File: src/dlc_defs.svh
// Constants for the dual limit checker
`ifndef DLC_DEFS_SVH
`define DLC_DEFS_SVH
`define DLC_NUM_TESTS 2
`define DLC_NUM_CH 4
`define DLC_VAL_W 33
`define DLC_UPPER1_RST 33'sh000000001
`define DLC_UPPER2_RST 33'sh000000002
`define DLC_LOWER1_RST 33'sh1FFFFFFFF
`define DLC_LOWER2_RST 33'sh1FFFFFFFE
`define DLC_CLK_HZ 50000000
`define DLC_PULSE_MS_MIN 1
`define DLC_PULSE_MS_MAX 99999999
`define DLC_PULSE_MS_RST 2
`define DLC_CYC_PER_MS (`DLC_CLK_HZ / 1000)
`endif

File: src/dlc_pkg.sv
// Types shared by the dual limit checker files
`default_nettype none
package dlc_pkg;
    typedef enum logic [2:0] {
        DLC_IDLE = 3'b001,
        DLC_PULSE = 3'b010,
        DLC_HOLD = 3'b100
    } dlc_pulse_state_e;
    typedef logic [32:0] dlc_val_t;
endpackage
`default_nettype wire

File: src/dlc_pulse_gen.sv
// One limit output line driver with level or timed pulse mode
`timescale 1ns/1ps
`default_nettype none
`include "dlc_defs.svh"
module dlc_pulse_gen
    import dlc_pkg::*;
#(
    parameter int CYC_PER_MS = `DLC_CYC_PER_MS
) (
    // Clock and reset
    input wire logic clk_i,
    input wire logic rstn_i,
    // Control
    input wire logic fail_i,
    input wire logic pulse_mode_i,
    input wire logic [26:0] pulse_ms_i,
    // Asserted level, true polarity
    output logic assert_o
);
    dlc_pulse_state_e state_reg, state_next;
    logic [15:0] cyc_reg, cyc_next;
    logic [26:0] ms_reg, ms_next;
    logic out_reg, out_next;
    logic fail_d_reg;
    logic rise;

    assign rise = fail_i & ~fail_d_reg;

    // Next state; a fresh failure starts a pulse, a steady failure holds off
    always_comb begin
        state_next = state_reg;
        cyc_next = cyc_reg;
        ms_next = ms_reg;
        out_next = 1'b0;
        case (state_reg)
            DLC_IDLE: begin
                if (!pulse_mode_i) begin
                    out_next = fail_i;
                end else if (rise) begin
                    state_next = DLC_PULSE;
                    cyc_next = 16'h0000;
                    ms_next = 27'h0000000;
                    out_next = 1'b1;
                end
            end
            DLC_PULSE: begin
                out_next = 1'b1;
                if (cyc_reg == 16'(CYC_PER_MS - 1)) begin
                    cyc_next = 16'h0000;
                    ms_next = ms_reg + 27'h0000001;
                    // Width counted in whole milliseconds
                    if (ms_reg + 27'h0000001 >= pulse_ms_i) begin
                        out_next = 1'b0;
                        state_next = DLC_HOLD;
                    end
                end else begin
                    cyc_next = cyc_reg + 16'h0001;
                end
                if (!pulse_mode_i) begin
                    state_next = DLC_IDLE;
                    out_next = fail_i;
                end
            end
            DLC_HOLD: begin
                if (!fail_i || !pulse_mode_i) begin
                    state_next = DLC_IDLE;
                end
            end
            default: begin
                state_next = DLC_IDLE;
            end
        endcase
    end

    // State registers
    always_ff @(posedge clk_i or negedge rstn_i) begin
        if (!rstn_i) begin
            state_reg <= DLC_IDLE;
            cyc_reg <= 16'h0000;
            ms_reg <= 27'h0000000;
            out_reg <= 1'b0;
            fail_d_reg <= 1'b0;
        end else begin
            state_reg <= state_next;
            cyc_reg <= cyc_next;
            ms_reg <= ms_next;
            out_reg <= out_next;
            fail_d_reg <= fail_i;
        end
    end

    assign assert_o = out_reg;
endmodule // dlc_pulse_gen
`default_nettype wire

File: config.mk
export PLATFORM = sky130hd
export DESIGN_NAME = dlc_pulse_gen
export DESIGN_NICKNAME = d
export VERILOG_FILES = /design/src/dlc_pkg.sv /design/src/dlc_pulse_gen.sv
export VERILOG_INCLUDE_DIRS = /design/src
export SDC_FILE = /design/constraint.sdc
export NUM_CORES = 1
export LEC_CHECK = 0
export ABC_AREA = 1
export BUFFER_PORTS_ARGS = -buffer_cell sky130_fd_sc_hd__buf_2
export CAP_MARGIN = 20
export CORE_MARGIN = 5
export CORE_UTILIZATION = 45
export CTS_CLUSTER_SIZE = 30
export DETAILED_ROUTE_END_ITERATION = 16
export GPL_ROUTABILITY_DRIVEN = 0
export GPL_TIMING_DRIVEN = 1
export PLACE_DENSITY_LB_ADDON = 0.15
export REMOVE_ABC_BUFFERS = 1
export SYNTH_ARGS = -nofsm -noshare
export SYNTH_HDL_FRONTEND = slang
export SYNTH_SLANG_ARGS = --single-unit
File: constraint.sdc
create_clock -name clk_i -period 2.4 [get_ports clk_i]
set_input_delay 0.24 -clock clk_i [delete_from_list [all_inputs] [get_ports clk_i]]
set_output_delay 0.24 -clock clk_i [all_outputs]
set_load 0.005 [all_outputs]
==> results_dict.tcl <==
set metrics [dict create \
    rsz0062_at_grt "true" \
    via_count 3543 \
    cts.clk_slew.worst_paths_ns 0.10 \
    power_leakage_nw 2.56 \
    drc_errors 0 \
    p_sw_mw 0.914 \
    antenna_cells 0 \
    cts_htree_levels 2 \
    clock_path_buffers 2 \
    routed_via_density 4.88 \
    final-setup-viol-count 3 \
    status "finished, violations left" \
    grt_pass1_wl_um 15700 \
    dr.pass1.iters 4 \
    skew_ns 0.0110 \
    post-route-period-util_pct 108 \
    yosys_warnings 0 \
    ios 32 \
    p_per_area_nw_per_um2 467 \
    insertion_delay_ns 0.31 \
    die_x_um 101 \
    slew_violations 0 \
    synthesis.instances 513 \
    syn-cell-area_um2 3720 \
    pwr-share-seq_pct 39.8 \
    final_cell_mix "117 x nand2_1, 92 x inv_1, 72 x buf_4, 47 x dfrtp_1, 37 x nor2_1" \
    final_util_pct 59.8 \
    placement.io_buffers 31 \
    finalNetCount 680 \
    ys_seq_area_share_pct 32.3 \
    place_inst 708 \
    final.setup.tns_ns -0.531 \
    max_slew_margin_pct 57.3 \
    switching_share_pct 40.3 \
    die_area_um2 10200 \
    stdcell_count 726 \
    core_um2 8130 \
    synth_top_area_share_pct 31.6 \
    irDropWorstVdd_mv 0.306 \
    violations "setup timing" \
    largest_reg_flops 27 \
    first_global_vias 3474 \
    crit_required_ns 2.62 \
    postLayoutCellArea_um2 4860 \
    mostFrequentLayoutCell "nand2_1" \
    wirelength_um 9370 \
    cp_max_fo 3 \
    grt-ovfl-total 0 \
    place_area_um2 4460 \
    first_iter_violations 132 \
    avgSynthCellArea_um2 7.25 \
    intPower_mw 1.36 \
    hp-class "primary input to asynchronous set/reset pin" \
    drive_above_1_share_pct 31.1 \
    hold_viol_final 0 \
    critPathArrivalTime_ns 2.81 \
    critPathKind "flip-flop to flip-flop" \
    area_delta_synth_final_pct 30.7 \
    synth_seq_cells 48 \
    fmax_mhz 386 \
    numClockSinks 48 \
    synth_top_area_cell "dfrtp_1" \
    whs_ns 0.0205 \
    antenna_found_initial 0 \
    grt_usage_pct 19.0 \
    place_ws_ns -0.431 \
    postRouteAntennaNets 0 \
    finalWorstSetupSlack_ns -0.190 \
    layout_min_cycle_time_ns 2.59 \
    detailed_place_hpwl_um 7080 \
    grt_max_degree 49 \
    initial_core_util_pct 45.7 \
    row_count 33 \
    tightest_slew_ns 0.641 \
    clkPwrFrac_pct 22.0 \
    synthDistinctLibCells 37 \
    root_buffer "clkbuf_8" \
    wire_per_inst_um 12.9 \
    cp-end-kind "flip-flop" \
    cts_made_buffers 5 \
    ys_top_cells_by_area "dfrtp_1 32%, nand2_1 13%, ha_1 9.8%" \
    maxCapViolations 0 \
    p_total_mw 2.27 \
    power_frac_comb_pct 38.2 \
    critPathLaunchType "flip-flop" \
    die_h_um 101 \
    cts_tree "built" \
]
-- routing by layer --
layer	up-vias	global-route usage, %	wire length, µm
li1	1845	-	-
met1	1636	26.8	4540
met2	55	31.4	4360
met3	7	2.35	360
met4	0	3.68	108
met5	-	0	0
-- critical path: stages, from the launching register on --
cell and delay [ns]:
dfrtp_1 0.40, nand2_2 0.10, nor3_4 0.24, buf_4 0.15, nand2_1 0.05, nor3_2 0.15
buf_4 0.16, xor2_2 0.16, ha_1 0.28, nand2_1 0.07, nand2_1 0.04, nand2_1 0.05
nand2_1 0.05, nand2_1 0.05, nand2_1 0.09, a21oi_2 0.15, nand3_2 0.12, nand2_2 0.08
nand2_2 0.05, o31ai_2 0.06
-- power groups by stage --
stage,sequential [mW],clock (mW),combinational (mW)
after global placement,0.917,0,0.833
after global routing,0.912,0.541,0.972
after CTS,0.904,0.507,0.866
after floorplan,0.917,0,0.508
after detailed placement,0.920,0,0.848
final,0.904,0.499,0.866
-- cells in the mapped netlist --
| library cell | number |
|---|---|
| o31ai_2 | 1 |
| inv_1 | 94 |
| buf_6 | 2 |
| nor3_1 | 17 |
| nor2_1 | 43 |
| nor2_2 | 1 |
| o21ai_1 | 7 |
| o31ai_1 | 3 |
| nand2_1 | 126 |
| nor3b_1 | 2 |
| a21o_1 | 3 |
| nand4_1 | 14 |
| nor3_4 | 3 |
| buf_2 | 1 |
| o22ai_1 | 1 |
| a31oi_1 | 1 |
| nand2_2 | 3 |
| nor2_4 | 3 |
| o21ai_0 | 17 |
| dfrtp_1 | 47 |
| a21oi_1 | 16 |
| nand3_2 | 1 |
| a2bb2oi_1 | 2 |
| buf_4 | 2 |
| o22ai_2 | 10 |
| o21a_1 | 2 |
| a22oi_1 | 1 |
| nand3b_1 | 1 |
| nand3_1 | 21 |
| clkinv_1 | 1 |
| xor2_1 | 17 |
| and2_1 | 3 |
| ha_1 | 29 |
| inv_2 | 11 |
| dfstp_2 | 1 |
| xnor2_1 | 1 |
| nor3_2 | 5 |
-- final timing paths --
kind	start	end	slack [ns]	depth (start not counted)
setup / recovery	ms_reg[9]$_DFFE_PN0P_	state_reg[1]$_DFFE_PN0P_	-0.19	19
hold / removal	rstn_i	ms_reg[20]$_DFFE_PN0P_	0.02	2
setup reg to reg	ms_reg[9]$_DFFE_PN0P_	state_reg[1]$_DFFE_PN0P_	-0.19	19
hold reg to reg	ms_reg[1]$_DFFE_PN0P_	ms_reg[1]$_DFFE_PN0P_	0.54	2
max in group asynchronous	rstn_i	ms_reg[6]$_DFFE_PN0P_	1.93	2
min in group clk_i	fail_i	fail_d_reg$_DFF_PN0_	0.08	1
-- final cells by class --
cell class	instances	area [µm²]
clock buffers	6	72.6
clock inverters	2	12.5
fillers	768	3270
inverters	106	398
multi-input cells	354	2320
flip-flops and latches	48	1200
well taps	105	131
repair buffers	105	727
-- kinds of logic (layout without fill, tap and decap cells) --
kind of cell / after synthesis / after routing / share of synthesized area [%]
simple gates: 243 / 243 / 30.1
buf+inv: 111 / 219 / 11.8
compound gates: 64 / 64 / 11.7
flops: 48 / 48 / 32.3
fa+ha+maj: 29 / 29 / 9.75
xor+xnor: 18 / 18 / 4.24
-- what timing repair did --
item                       4_1_cts  5_1_grt
setup endpoints to repair        3        3
buffers inserted                 3        7
pin swaps                       12       20
resized for setup               25       30
hold buffers                     0        0
Note: power is estimated with default switching activity, not from simulation.
